**config.mk**
```make
export PLATFORM = sky130hd
export DESIGN_NAME = clock_producer_routing
export DESIGN_NICKNAME = d
export VERILOG_FILES = /design/src/clock_producer_routing_pkg.sv /design/src/axil_reg_slave.sv /design/src/producer_divider.sv /design/src/clock_producer_routing.sv
export SDC_FILE = /design/constraint.sdc
export NUM_CORES = 2
export LEC_CHECK = 0
export BUFFER_PORTS_ARGS = -buffer_cell sky130_fd_sc_hd__buf_2
export CAP_MARGIN = 25
export CELL_PAD_IN_SITES_DETAIL_PLACEMENT = 0
export CELL_PAD_IN_SITES_GLOBAL_PLACEMENT = 1
export CORE_MARGIN = 5
export CORE_UTILIZATION = 44
export CTS_CLUSTER_DIAMETER = 40
export CTS_CLUSTER_SIZE = 16
export DETAILED_ROUTE_END_ITERATION = 8
export GPL_TIMING_DRIVEN = 0
export PLACE_DENSITY = 0.82
export SYNTH_ARGS = -nofsm -noshare
export SYNTH_HDL_FRONTEND = slang
export SYNTH_SLANG_ARGS = --single-unit
export TNS_END_PERCENT = 20
```
**constraint.sdc**
```tcl
create_clock -name CLK_SYS_I -period 3.95 [get_ports CLK_SYS_I]
set_clock_uncertainty 0.1 [all_clocks]
set_input_delay 0.79 -clock CLK_SYS_I [delete_from_list [all_inputs] [get_ports CLK_SYS_I]]
set_output_delay 0.79 -clock CLK_SYS_I [all_outputs]
set_load 0.05 [all_outputs]
```
**src/clock_producer_routing_pkg.sv**
```systemverilog
`default_nettype none
package clock_producer_routing_pkg;

   // ----------------------------------------------------------------
   // Sizes
   // ----------------------------------------------------------------
   localparam int CHAN_COUNT = 28;
   localparam int PROD_COUNT = 8;
   localparam int RATIO_W = 16;

   // ----------------------------------------------------------------
   // Register byte offsets
   // ----------------------------------------------------------------
   localparam logic [3:0] OFS_BRANCH = 4'h0;
   localparam logic [3:0] OFS_PRODUCER = 4'h4;
   localparam logic [3:0] OFS_RATIO = 4'h8;
   localparam logic [3:0] OFS_SYSTEM = 4'hc;

   // ----------------------------------------------------------------
   // Field positions
   // ----------------------------------------------------------------
   localparam int BCC_PICK_LSB = 8;
   localparam int BCC_ON_BIT = 14;
   localparam int BCC_FREEZE_BIT = 15;
   localparam int PCC_KEEP_BIT = 21;
   localparam int PCC_MODE_BIT = 20;
   localparam int PCC_OE_BIT = 19;
   localparam int PCC_IDLE_BIT = 18;
   localparam int PCC_DUTY_BIT = 17;
   localparam int PCC_ON_BIT = 16;
   localparam int RATIO_LSB = 8;
   localparam int SYS_USER_RST_BIT = 0;
   localparam int SYS_STANDBY_BIT = 1;
   localparam int SYS_RUN_LSB = 8;
   localparam logic [31:0] PCC_STORE_MASK = 32'h003f1f00;
   localparam logic [15:0] RATIO0_MASK = 16'h00ff;

   // ----------------------------------------------------------------
   // Channel, producer and bus response codes
   // ----------------------------------------------------------------
   localparam logic [5:0] CHAN_LOOP_REF = 6'h00;
   localparam logic [5:0] CHAN_WATCHDOG = 6'h01;
   localparam logic [5:0] CHAN_RTC = 6'h02;
   localparam logic [5:0] CHAN_LAST = 6'h1b;
   localparam logic [3:0] PICK_LAST = 4'h7;
   localparam logic [3:0] WATCHDOG_PICK = 4'h2;
   localparam logic [1:0] RESP_OKAY = 2'h0;
   localparam logic [1:0] RESP_SLVERR = 2'h2;

   // Power-reset value of a producer control word.
   function automatic logic [31:0] producer_reset(input logic [2:0] p);
      unique case (p)
         3'h0: producer_reset = 32'h00010600;
         3'h2: producer_reset = 32'h00010302;
         default: producer_reset = {29'h0, p};
      endcase
   endfunction

   // Byte-lane merge of a write into the current word.
   function automatic logic [31:0] lane_merge(input logic [31:0] old_w, input logic [31:0] new_w,
                                              input logic [3:0] strb);
      logic [31:0] m;
      m = {{8{strb[3]}}, {8{strb[2]}}, {8{strb[1]}}, {8{strb[0]}}};
      lane_merge = (old_w & ~m) | (new_w & m);
   endfunction

endpackage
`default_nettype wire

```
**src/axil_reg_slave.sv**
```systemverilog
`default_nettype none
module axil_reg_slave
   import clock_producer_routing_pkg::*;
(
   input wire logic clk_i,
   input wire logic rst_n_i,
   input wire logic [31:0] awaddr_i,
   input wire logic awvalid_i,
   output logic awready_o,
   input wire logic [31:0] wdata_i,
   input wire logic [3:0] wstrb_i,
   input wire logic wvalid_i,
   output logic wready_o,
   output logic [1:0] bresp_o,
   output logic bvalid_o,
   input wire logic bready_i,
   input wire logic [31:0] araddr_i,
   input wire logic arvalid_i,
   output logic arready_o,
   output logic [31:0] rdata_o,
   output logic [1:0] rresp_o,
   output logic rvalid_o,
   input wire logic rready_i,
   output logic wr_en_o,
   output logic [31:0] wr_addr_o,
   output logic [31:0] wr_data_o,
   output logic [3:0] wr_strb_o,
   input wire logic wr_err_i,
   input wire logic [31:0] rd_data_i,
   input wire logic rd_err_i
);

   logic aw_have_reg;
   logic w_have_reg;

   // ----------------------------------------------------------------
   // Write channels
   // ----------------------------------------------------------------
   assign wr_en_o = aw_have_reg && w_have_reg && !bvalid_o;

   always_ff @(posedge clk_i)
   begin
      if (!rst_n_i)
      begin
         aw_have_reg <= 1'b0;
         w_have_reg <= 1'b0;
         awready_o <= 1'b1;
         wready_o <= 1'b1;
         bvalid_o <= 1'b0;
         bresp_o <= RESP_OKAY;
         wr_addr_o <= 32'h0;
         wr_data_o <= 32'h0;
         wr_strb_o <= 4'h0;
      end
      else
      begin
         if (awvalid_i && awready_o)
         begin
            wr_addr_o <= awaddr_i;
            aw_have_reg <= 1'b1;
            awready_o <= 1'b0;
         end
         if (wvalid_i && wready_o)
         begin
            wr_data_o <= wdata_i;
            wr_strb_o <= wstrb_i;
            w_have_reg <= 1'b1;
            wready_o <= 1'b0;
         end
         if (wr_en_o)
         begin
            aw_have_reg <= 1'b0;
            w_have_reg <= 1'b0;
            bvalid_o <= 1'b1;
            bresp_o <= wr_err_i ? RESP_SLVERR : RESP_OKAY;
         end
         if (bvalid_o && bready_i)
         begin
            bvalid_o <= 1'b0;
            awready_o <= 1'b1;
            wready_o <= 1'b1;
         end
      end
   end

   // ----------------------------------------------------------------
   // Read channels
   // ----------------------------------------------------------------
   always_ff @(posedge clk_i)
   begin
      if (!rst_n_i)
      begin
         arready_o <= 1'b1;
         rvalid_o <= 1'b0;
         rdata_o <= 32'h0;
         rresp_o <= RESP_OKAY;
      end
      else if (arvalid_i && arready_o)
      begin
         arready_o <= 1'b0;
         rvalid_o <= 1'b1;
         rdata_o <= rd_data_i;
         rresp_o <= rd_err_i ? RESP_SLVERR : RESP_OKAY;
      end
      else if (rvalid_o && rready_i)
      begin
         rvalid_o <= 1'b0;
         arready_o <= 1'b1;
      end
   end

endmodule
`default_nettype wire

```
**src/producer_divider.sv**
```systemverilog
`default_nettype none
module producer_divider #(
   parameter int RATIO_W = 16
) (
   input wire logic clk_i,
   input wire logic rst_n_i,
   input wire logic run_i,
   input wire logic mode_i,
   input wire logic [RATIO_W-1:0] ratio_i,
   output logic tick_o
);

   logic [31:0] count_reg;
   logic [31:0] limit;
   logic [4:0] shift;

   always_comb
   begin
      shift = (ratio_i >= RATIO_W'(31)) ? 5'd31 : 5'(ratio_i + RATIO_W'(1));
      if (mode_i)
         limit = 32'h1 << shift;
      else if (ratio_i <= RATIO_W'(1))
         limit = 32'h1;
      else
         limit = 32'(ratio_i);
   end

   always_ff @(posedge clk_i)
   begin
      if (!rst_n_i || !run_i)
      begin
         count_reg <= 32'h0;
         tick_o <= 1'b0;
      end
      else if (count_reg + 32'h1 >= limit)
      begin
         count_reg <= 32'h0;
         tick_o <= 1'b1;
      end
      else
      begin
         count_reg <= count_reg + 32'h1;
         tick_o <= 1'b0;
      end
   end

endmodule
`default_nettype wire

```
**src/clock_producer_routing.sv**
```systemverilog
// The register addresses and register access over AXI4-Lite are this design's own decisions.
`default_nettype none
module clock_producer_routing
   import clock_producer_routing_pkg::*;
#(
   parameter int CHANS = CHAN_COUNT,
   parameter int PRODS = PROD_COUNT,
   parameter int RW = RATIO_W
) (
   input wire logic CLK_SYS_I,
   input wire logic RST_N_I,
   input wire logic [31:0] S_AXI_AWADDR,
   input wire logic S_AXI_AWVALID,
   output logic S_AXI_AWREADY,
   input wire logic [31:0] S_AXI_WDATA,
   input wire logic [3:0] S_AXI_WSTRB,
   input wire logic S_AXI_WVALID,
   output logic S_AXI_WREADY,
   output logic [1:0] S_AXI_BRESP,
   output logic S_AXI_BVALID,
   input wire logic S_AXI_BREADY,
   input wire logic [31:0] S_AXI_ARADDR,
   input wire logic S_AXI_ARVALID,
   output logic S_AXI_ARREADY,
   output logic [31:0] S_AXI_RDATA,
   output logic [1:0] S_AXI_RRESP,
   output logic S_AXI_RVALID,
   input wire logic S_AXI_RREADY,
   input wire logic WATCHDOG_ON_OPT_I,
   input wire logic WATCHDOG_KEEP_OPT_I,
   input wire logic [CHANS-1:0] PERIPH_REQ_I,
   output logic [CHANS-1:0] CHAN_CLK_EN_O,
   output logic [PRODS-1:0] CLK_OUT_PIN_O,
   output logic [PRODS-1:0] PRODUCER_RUN_O
);

   // ----------------------------------------------------------------
   // Storage
   // ----------------------------------------------------------------
   logic [3:0] pick_reg [CHANS];
   logic [CHANS-1:0] chan_on_reg;
   logic [CHANS-1:0] freeze_reg;
   logic [31:0] pctl_reg [PRODS];
   logic [RW-1:0] ratio_reg [PRODS];
   logic [5:0] chan_sel_reg;
   logic [2:0] pctl_sel_reg;
   logic [2:0] ratio_sel_reg;
   logic standby_reg;
   logic user_rst_reg;

   logic wr_en;
   logic [31:0] wr_addr;
   logic [31:0] wr_data;
   logic [3:0] wr_strb;
   logic wr_err;
   logic [31:0] rd_data;
   logic rd_err;
   logic [PRODS-1:0] tick;
   logic [PRODS-1:0] prod_lock;
   logic [PRODS-1:0] rtc_use;
   logic [PRODS-1:0] prod_req;
   logic [PRODS-1:0] prod_run;

   // ----------------------------------------------------------------
   // Bus slave
   // ----------------------------------------------------------------
   axil_reg_slave u_slave (
      .clk_i(CLK_SYS_I),
      .rst_n_i(RST_N_I),
      .awaddr_i(S_AXI_AWADDR),
      .awvalid_i(S_AXI_AWVALID),
      .awready_o(S_AXI_AWREADY),
      .wdata_i(S_AXI_WDATA),
      .wstrb_i(S_AXI_WSTRB),
      .wvalid_i(S_AXI_WVALID),
      .wready_o(S_AXI_WREADY),
      .bresp_o(S_AXI_BRESP),
      .bvalid_o(S_AXI_BVALID),
      .bready_i(S_AXI_BREADY),
      .araddr_i(S_AXI_ARADDR),
      .arvalid_i(S_AXI_ARVALID),
      .arready_o(S_AXI_ARREADY),
      .rdata_o(S_AXI_RDATA),
      .rresp_o(S_AXI_RRESP),
      .rvalid_o(S_AXI_RVALID),
      .rready_i(S_AXI_RREADY),
      .wr_en_o(wr_en),
      .wr_addr_o(wr_addr),
      .wr_data_o(wr_data),
      .wr_strb_o(wr_strb),
      .wr_err_i(wr_err),
      .rd_data_i(rd_data),
      .rd_err_i(rd_err)
   );

   // Address decode shared by both directions.
   function automatic logic addr_mapped(input logic [31:0] a);
      addr_mapped = (a[31:4] == 28'h0) && (a[1:0] == 2'h0);
   endfunction

   // ----------------------------------------------------------------
   // Read-back words
   // ----------------------------------------------------------------
   logic [31:0] bcc_word;
   logic [31:0] pcc_word;
   logic [31:0] ratio_word;
   logic [31:0] sys_word;

   always_comb
   begin
      bcc_word = 32'h0;
      bcc_word[5:0] = chan_sel_reg;
      bcc_word[BCC_PICK_LSB +: 4] = pick_reg[chan_sel_reg[4:0]];
      bcc_word[BCC_ON_BIT] = chan_on_reg[chan_sel_reg[4:0]];
      bcc_word[BCC_FREEZE_BIT] = freeze_reg[chan_sel_reg[4:0]];
      pcc_word = pctl_reg[pctl_sel_reg] | {28'h0, 1'b0, pctl_sel_reg};
      ratio_word = {8'h0, ratio_reg[ratio_sel_reg], 5'h0, ratio_sel_reg};
      sys_word = {16'h0, prod_run, 6'h0, standby_reg, 1'b0};
   end

   always_comb
   begin
      rd_err = !addr_mapped(S_AXI_ARADDR);
      unique case (S_AXI_ARADDR[3:0])
         OFS_BRANCH: rd_data = bcc_word;
         OFS_PRODUCER: rd_data = pcc_word;
         OFS_RATIO: rd_data = ratio_word;
         default: rd_data = sys_word;
      endcase
      if (rd_err)
         rd_data = 32'h0;
   end

   // ----------------------------------------------------------------
   // Write decode
   // ----------------------------------------------------------------
   logic [31:0] bcc_new;
   logic [31:0] pcc_new;
   logic [31:0] ratio_new;
   logic bcc_wr;
   logic pcc_wr;
   logic ratio_wr;
   logic sys_wr;
   logic chan_ok;
   logic pick_ok;
   logic pidx_ok;
   logic ridx_ok;

   always_comb
   begin
      wr_err = !addr_mapped(wr_addr);
      bcc_new = lane_merge(bcc_word, wr_data, wr_strb);
      pcc_new = lane_merge(pcc_word, wr_data, wr_strb);
      ratio_new = lane_merge(ratio_word, wr_data, wr_strb);
      bcc_wr = wr_en && !wr_err && (wr_addr[3:0] == OFS_BRANCH);
      pcc_wr = wr_en && !wr_err && (wr_addr[3:0] == OFS_PRODUCER);
      ratio_wr = wr_en && !wr_err && (wr_addr[3:0] == OFS_RATIO);
      sys_wr = wr_en && !wr_err && (wr_addr[3:0] == OFS_SYSTEM) && wr_strb[0];
      chan_ok = bcc_new[5:0] <= CHAN_LAST;
      pick_ok = bcc_new[BCC_PICK_LSB +: 4] <= PICK_LAST;
      pidx_ok = pcc_new[3:0] <= PICK_LAST;
      ridx_ok = ratio_new[3:0] <= PICK_LAST;
   end

   // Selection pointers move on any write with a legal index.
   always_ff @(posedge CLK_SYS_I)
   begin
      if (!RST_N_I)
      begin
         chan_sel_reg <= CHAN_LOOP_REF;
         pctl_sel_reg <= 3'h0;
         ratio_sel_reg <= 3'h0;
      end
      else
      begin
         if (bcc_wr && chan_ok)
            chan_sel_reg <= bcc_new[5:0];
         if (pcc_wr && pidx_ok)
            pctl_sel_reg <= pcc_new[2:0];
         if (ratio_wr && ridx_ok)
            ratio_sel_reg <= ratio_new[2:0];
      end
   end

   // ----------------------------------------------------------------
   // System control: standby level and user reset pulse
   // ----------------------------------------------------------------
   always_ff @(posedge CLK_SYS_I)
   begin
      if (!RST_N_I)
      begin
         standby_reg <= 1'b0;
         user_rst_reg <= 1'b0;
      end
      else
      begin
         user_rst_reg <= sys_wr && wr_data[SYS_USER_RST_BIT];
         if (sys_wr)
            standby_reg <= wr_data[SYS_STANDBY_BIT];
      end
   end

   // ----------------------------------------------------------------
   // Channel control words
   // ----------------------------------------------------------------
   for (genvar c = 0; c < CHANS; c++)
   begin : g_chan
      localparam logic [5:0] ID = 6'(c);
      logic hit;
      assign hit = bcc_wr && chan_ok && pick_ok && (bcc_new[5:0] == ID);

      always_ff @(posedge CLK_SYS_I)
      begin
         if (!RST_N_I)
         begin
            // Power reset reloads every channel.
            pick_reg[c] <= (ID == CHAN_WATCHDOG) ? WATCHDOG_PICK : 4'h0;
            chan_on_reg[c] <= (ID == CHAN_WATCHDOG) && WATCHDOG_ON_OPT_I;
            freeze_reg[c] <= (ID == CHAN_WATCHDOG) && WATCHDOG_KEEP_OPT_I;
         end
         else if (user_rst_reg)
         begin
            if (ID == CHAN_RTC)
            begin
               if (!freeze_reg[c] && !chan_on_reg[c])
               begin
                  pick_reg[c] <= 4'h0;
                  chan_on_reg[c] <= 1'b0;
               end
            end
            else if (!freeze_reg[c])
            begin
               pick_reg[c] <= (ID == CHAN_WATCHDOG) ? WATCHDOG_PICK : 4'h0;
               chan_on_reg[c] <= (ID == CHAN_WATCHDOG) && WATCHDOG_ON_OPT_I;
            end
         end
         else if (hit && wr_strb[1] && !freeze_reg[c])
         begin
            pick_reg[c] <= bcc_new[BCC_PICK_LSB +: 4];
            chan_on_reg[c] <= bcc_new[BCC_ON_BIT];
            freeze_reg[c] <= bcc_new[BCC_FREEZE_BIT];
         end
      end
   end

   // ----------------------------------------------------------------
   // Producer lock, real-time use and peripheral demand
   // ----------------------------------------------------------------
   always_comb
   begin
      for (int p = 0; p < PRODS; p++)
      begin
         prod_lock[p] = 1'b0;
         prod_req[p] = 1'b0;
         rtc_use[p] = (pick_reg[CHAN_RTC[4:0]] == 4'(p));
         for (int c = 0; c < CHANS; c++)
         begin
            if (pick_reg[c] == 4'(p))
            begin
               prod_lock[p] = prod_lock[p] | (freeze_reg[c] && (p != 0));
               prod_req[p] = prod_req[p] | (chan_on_reg[c] && (!standby_reg || PERIPH_REQ_I[c]));
            end
         end
      end
   end

   // ----------------------------------------------------------------
   // Producers
   // ----------------------------------------------------------------
   for (genvar p = 0; p < PRODS; p++)
   begin : g_prod
      localparam logic [3:0] PID = 4'(p);
      localparam logic [RW-1:0] RMASK = (p == 0) ? RW'(RATIO0_MASK) : {RW{1'b1}};
      logic keep;
      logic oe;
      logic spare;
      logic [31:0] rmerge;

      assign keep = pctl_reg[p][PCC_KEEP_BIT];
      assign oe = pctl_reg[p][PCC_OE_BIT];
      assign spare = (p == 0) || !(prod_lock[p] || rtc_use[p]);
      assign rmerge = lane_merge(32'(ratio_reg[p]) << RATIO_LSB, wr_data, wr_strb);

      always_ff @(posedge CLK_SYS_I)
      begin
         if (!RST_N_I)
         begin
            pctl_reg[p] <= producer_reset(3'(p)) & PCC_STORE_MASK;
            ratio_reg[p] <= '0;
         end
         else if (user_rst_reg)
         begin
            if (spare)
            begin
               pctl_reg[p] <= producer_reset(3'(p)) & PCC_STORE_MASK;
               ratio_reg[p] <= '0;
            end
         end
         else
         begin
            if (pcc_wr && pidx_ok && pcc_new[3:0] == PID && !prod_lock[p])
               pctl_reg[p] <= lane_merge(pctl_reg[p], wr_data, wr_strb)
                  & PCC_STORE_MASK;
            if (ratio_wr && ridx_ok && ratio_new[3:0] == PID && !prod_lock[p])
               ratio_reg[p] <= rmerge[RATIO_LSB +: RW] & RMASK;
         end
      end

      // Running: output-enabled producers follow standby keep-alive, others demand.
      always_comb
      begin
         if (!pctl_reg[p][PCC_ON_BIT])
            prod_run[p] = 1'b0;
         else if (oe)
            prod_run[p] = !standby_reg || keep;
         else
            prod_run[p] = prod_req[p];
      end

      producer_divider #(
         .RATIO_W(RW)
      ) u_div (
         .clk_i(CLK_SYS_I),
         .rst_n_i(RST_N_I),
         .run_i(prod_run[p]),
         .mode_i(pctl_reg[p][PCC_MODE_BIT]),
         .ratio_i(ratio_reg[p]),
         .tick_o(tick[p])
      );

      always_ff @(posedge CLK_SYS_I)
      begin
         if (!RST_N_I)
         begin
            CLK_OUT_PIN_O[p] <= 1'b0;
            PRODUCER_RUN_O[p] <= 1'b0;
         end
         else
         begin
            PRODUCER_RUN_O[p] <= prod_run[p];
            if (!oe || !prod_run[p])
               CLK_OUT_PIN_O[p] <= pctl_reg[p][PCC_IDLE_BIT];
            else if (tick[p])
               CLK_OUT_PIN_O[p] <= !CLK_OUT_PIN_O[p];
         end
      end
   end

   // ----------------------------------------------------------------
   // Routed channel clock enables
   // ----------------------------------------------------------------
   always_ff @(posedge CLK_SYS_I)
   begin
      if (!RST_N_I)
         CHAN_CLK_EN_O <= '0;
      else
         for (int c = 0; c < CHANS; c++)
            CHAN_CLK_EN_O[c] <= chan_on_reg[c] && tick[pick_reg[c][2:0]];
   end

endmodule
`default_nettype wire

```
==> impl_metrics.xml <==
<?xml version="1.0" encoding="UTF-8"?>
<metrics>
  <group name="clocking">
    <metric name="ctsHoldBuffers" unit="">0</metric>
    <metric name="clock_tree.root_cell" unit="">sky130_fd_sc_hd__clkbuf_16</metric>
    <metric name="clock_sinks" unit="">797</metric>
    <metric name="clock_input_transition_at_the_sequential_cells_of_the_worst_setup_and_hold_paths" unit="ps">70</metric>
    <metric name="cts_buffer_depth" unit="">3</metric>
    <metric name="cts_htree_levels" unit="">3</metric>
    <metric name="tritoncts" unit="">built</metric>
    <metric name="worstSkewPairLatency" unit="ps">780</metric>
    <metric name="cts_inserted_buffers" unit="">119</metric>
  </group>
  <group name="logic_synthesis">
    <metric name="synth.yosys.warnings" unit="">0</metric>
    <metric name="cell_types_occupying_the_most_area_after_synthesis" unit="">sky130_fd_sc_hd__edfxtp_1 19%, sky130_fd_sc_hd__dfxtp_1 18%, sky130_fd_sc_hd__ha_1 7.0%, sky130_fd_sc_hd__mux4_2 6.0%, sky130_fd_sc_hd__nand2_1 4.5%</metric>
    <metric name="synthDominantCellAreaShare" unit="%">18.8</metric>
    <metric name="synth_seq_cells" unit="">797</metric>
    <metric name="parity_gate_share_of_the_synthesized_area_counting_xor_and_xnor_cells" unit="%">4.73</metric>
    <metric name="synth_seq_area_share" unit="%">37.2</metric>
    <metric name="edff_count_synth" unit="">322</metric>
    <metric name="ys_async_sr_fraction" unit="%">0</metric>
    <metric name="synth_cell_types" unit="">90</metric>
    <metric name="synthCells" unit="">5669</metric>
    <metric name="synth-adder-area-share" unit="%">7.01</metric>
    <metric name="synth_top_flop_cell" unit="">sky130_fd_sc_hd__dfxtp_1</metric>
    <metric name="synth.largest_area_cell" unit="">sky130_fd_sc_hd__edfxtp_1</metric>
    <metric name="post_synthesis_share_of_cell_area_spent_on_and_or_nand_and_nor_gates" unit="%">26.6</metric>
    <metric name="post_synth_most_frequent_cells" unit="">611 x sky130_fd_sc_hd__nand2_1, 475 x sky130_fd_sc_hd__dfxtp_1, 395 x sky130_fd_sc_hd__a21oi_1</metric>
    <metric name="postSynthAreaPerCell" unit="um2">9.09</metric>
    <metric name="yosys.cell_count.top_type" unit="">sky130_fd_sc_hd__nand2_1</metric>
    <metric name="synth.cell_area" unit="mm2">0.0515</metric>
    <metric name="synth-compound-area-share" unit="%">13.3</metric>
    <metric name="synth_top_family_by_area" unit="">simple AND/OR/NAND/NOR gates</metric>
    <metric name="post_synth_mux_area_share" unit="%">7.85</metric>
  </group>
  <group name="critical_path">
    <metric name="critical-path-slowest-cell" unit="">sky130_fd_sc_hd__clkbuf_1</metric>
    <metric name="cp-end-kind" unit="">flop</metric>
    <metric name="cp_data_required_time" unit="ps">4410</metric>
    <metric name="crit_arrival" unit="ps">4570</metric>
    <metric name="criticalPathCategory" unit="">in -&gt; reg</metric>
    <metric name="crit_path_max_fanout" unit="">10</metric>
    <metric name="reg2regPathDepth" unit="">8</metric>
    <metric name="worst_path_most_repeated_cell" unit="">sky130_fd_sc_hd__clkbuf_1</metric>
    <metric name="path_delay_family" unit="">buffers and inverters</metric>
    <metric name="crit_path_cell_trace" unit="">clkbuf_1, clkbuf_2, clkbuf_1, clkbuf_1, nand2_1, nor2_1</metric>
    <metric name="worstSetupPathDepth" unit="">6</metric>
    <metric name="critical_path_buf_inv_count" unit="">4</metric>
    <metric name="slowest_delay" unit="ps">910</metric>
    <metric name="crit_path_start_kind" unit="">primary input</metric>
  </group>
  <group name="cells_and_area">
    <metric name="largest_register_ffs" unit="">256</metric>
    <metric name="multi_input_area" unit="mm2">0.0329</metric>
    <metric name="layout-drive-gt1-share" unit="%">19.2</metric>
    <metric name="nFillCells" unit="">10600</metric>
    <metric name="syn_to_final_growth" unit="%">21.5</metric>
    <metric name="finalNetCount" unit="">6631</metric>
    <metric name="stdcell_area" unit="mm2">0.0626</metric>
    <metric name="ff_latch_area" unit="mm2">0.0192</metric>
    <metric name="utilization" unit="%">53.9</metric>
  </group>
  <group name="sta">
    <metric name="timing.final.ws_setup" unit="ps">-157</metric>
    <metric name="period_needed" unit="ps">4110</metric>
    <metric name="setup_viol" unit="">121</metric>
    <metric name="rsz0062_at_grt" unit="">true</metric>
    <metric name="final.period_utilization" unit="%">104</metric>
    <metric name="finalHoldViolCount" unit="">0</metric>
    <metric name="max_slew.worst_pin.slew" unit="ps">1160</metric>
    <metric name="worst_slew_margin_rel" unit="%">22.8</metric>
    <metric name="report.final.slew_viol_count" unit="">0</metric>
    <metric name="hold-worst-slack" unit="ps">153</metric>
    <metric name="timing.fmax" unit="MHz">243</metric>
  </group>
  <group name="die">
    <metric name="design.portCount" unit="">222</metric>
    <metric name="die_width" unit="um">352</metric>
    <metric name="coreArea" unit="mm2">0.116</metric>
    <metric name="rows" unit="">125</metric>
    <metric name="floorplan.initialDensity" unit="%">44.3</metric>
    <metric name="die-area" unit="mm2">0.124</metric>
    <metric name="die_height" unit="um">352</metric>
  </group>
  <group name="routing">
    <metric name="detail_route.iter0.violations" unit="">6493</metric>
    <metric name="post_drt_via_cell_ratio" unit="">6.41</metric>
    <metric name="drt-wirelength-per-cell" unit="um">30.5</metric>
    <metric name="total_routed_length" unit="mm">239</metric>
    <metric name="firstDrtPassIters" unit="">6</metric>
    <metric name="via_count" unit="">50300</metric>
    <metric name="route.detailed.drc" unit="">0</metric>
    <metric name="detail-route-antenna-nets" unit="">0</metric>
  </group>
  <group name="grt">
    <metric name="overflow" unit="">0</metric>
    <metric name="gr-usage-all-layers" unit="%">36.5</metric>
    <metric name="grt_first_pass_wirelength" unit="mm">332</metric>
    <metric name="antenna_found_initial" unit="">22</metric>
    <metric name="number_of_global_route_vias_before_repair" unit="">46800</metric>
    <metric name="grt_max_degree" unit="">18</metric>
  </group>
  <group name="placement">
    <metric name="gp_routability_congestion" unit="">1.07</metric>
    <metric name="port_buffers" unit="">196</metric>
    <metric name="dpl_cell_area" unit="mm2">0.0547</metric>
    <metric name="dp_hpwl" unit="mm">189</metric>
    <metric name="dpl_worst_slack" unit="ps">-1520</metric>
  </group>
  <group name="worst_hold_path">
    <metric name="min_path_type" unit="">in -&gt; reg</metric>
    <metric name="hold-path-cell-count" unit="">3</metric>
  </group>
  <group name="flow_run">
    <metric name="max_cap_viols" unit="">0</metric>
  </group>
  <group name="outcome">
    <metric name="violated_checks" unit="">setup timing</metric>
    <metric name="result_of_the_run" unit="">finished, violations left</metric>
  </group>
  <group name="power_and_ir_drop">
    <metric name="total_power" unit="W">0.0216</metric>
    <metric name="power_leakage" unit="nW">23.6</metric>
    <metric name="power_density" unit="mW/mm2">346</metric>
    <metric name="vdd_drop_max" unit="V">0.000371</metric>
  </group>
</metrics>
placed cells by master, fill, tap and decap left out, drive strengths merged, types with 19 or more instances in the layout:
master and n:
nand2 611, buf 476, dfxtp 475, a21oi 395
clkbuf 374, nor2 370, edfxtp 322, nor2b 301
ha 288, nand2b 285, nand3 180, xnor2 169
and3 161, o21ai 154, nand4 144, mux4 137
nor3 127, inv 112, nor4 110, xor2 109
a22oi 92, o22ai 90, mux2i 81, a21o 65
o2111ai 48, a31oi 47, nand3b 46, conb 40
clkinv 37, o21a 35, nand4b 31, and4 29
and2 29, or3 22, or3b 22, or4bb 19
layer usage:
metal  global-route usage, %  wire length (um)
met1                    51.0             98900
met2                    51.4             96300
met3                    13.4             32600
met4                    13.6             11100
met5                       0               100
power breakdown:
| part | total (W) | leakage [nW] | switching [W] | internal (W) |
|---|---|---|---|---|
| combinational | 0.00161 | 14.4 | 0.00108 | 0.000524 |
| clock | 0.0111 | 2.03 | 0.00458 | 0.00647 |
| sequential | 0.00898 | 7.13 | 0.000261 | 0.00872 |
worst reg2reg max path, cell delays in order, from the launching register on:
cell and delay (ps):
sky130_fd_sc_hd__edfxtp_1 810, sky130_fd_sc_hd__nand2b_2 380, sky130_fd_sc_hd__o32ai_1 190, sky130_fd_sc_hd__or4_1 600, sky130_fd_sc_hd__nor4_1 340, sky130_fd_sc_hd__and4_1 410
sky130_fd_sc_hd__nand3_1 220, sky130_fd_sc_hd__clkbuf_1 410, sky130_fd_sc_hd__nand2_4 320
through the flow:
stage	cells	setup TNS (ps)
after floorplan	5708	0
after global placement	7428	-641490
after detailed placement	7445	-421020
after CTS	7716	-1300
after global routing	7838	-22520
final	7848	-9350
cells by family after synthesis:
family | Yosys count
AO/OA/AOI/OAI | 1089
adder cells (fa/ha/maj) | 289
AND/OR/NAND/NOR | 2563
multiplexers | 231
flip-flops | 797
other | 1
XOR/XNOR | 278
buffers and inverters | 421
layout make-up:
cell class              count  area share [%]
multi-input cells        4490            52.5
flip-flops and latches    797            30.7
clock buffers             128            4.94
repair buffers            401            4.14
well taps                1524            3.05
plain buffers             322            2.40
clock inverters            99            1.78
inverters                  75           0.450
diodes                     12          0.0480
path summary, 6_finish.rpt:
path,from,end,slack (ps)
worst max-delay path,RST_N_I,CHAN_CLK_EN_O[1]$_SDFF_PN0_,-160
worst min-delay path,S_AXI_AWADDR[6],u_slave.wr_addr_o[6]$_SDFFE_PN0P_,150
worst max register to register,pick_reg[3][1]$_SDFFCE_PN0P_,pctl_reg[5][8]$_SDFFCE_PN0P_,-150
worst min register to register,u_slave.wr_addr_o[14]$_SDFFE_PN0P_,u_slave.wr_addr_o[14]$_SDFFE_PN0P_,360
timing repair:
item                       4_1_cts  5_1_grt
cloned                           5        2
pin swaps                       33       79
hold endpoints to repair         0        0
setup endpoints to repair      652      530
resized for setup              272      295
buffers inserted                55      120
Note: power is estimated with default switching activity, not from simulation.
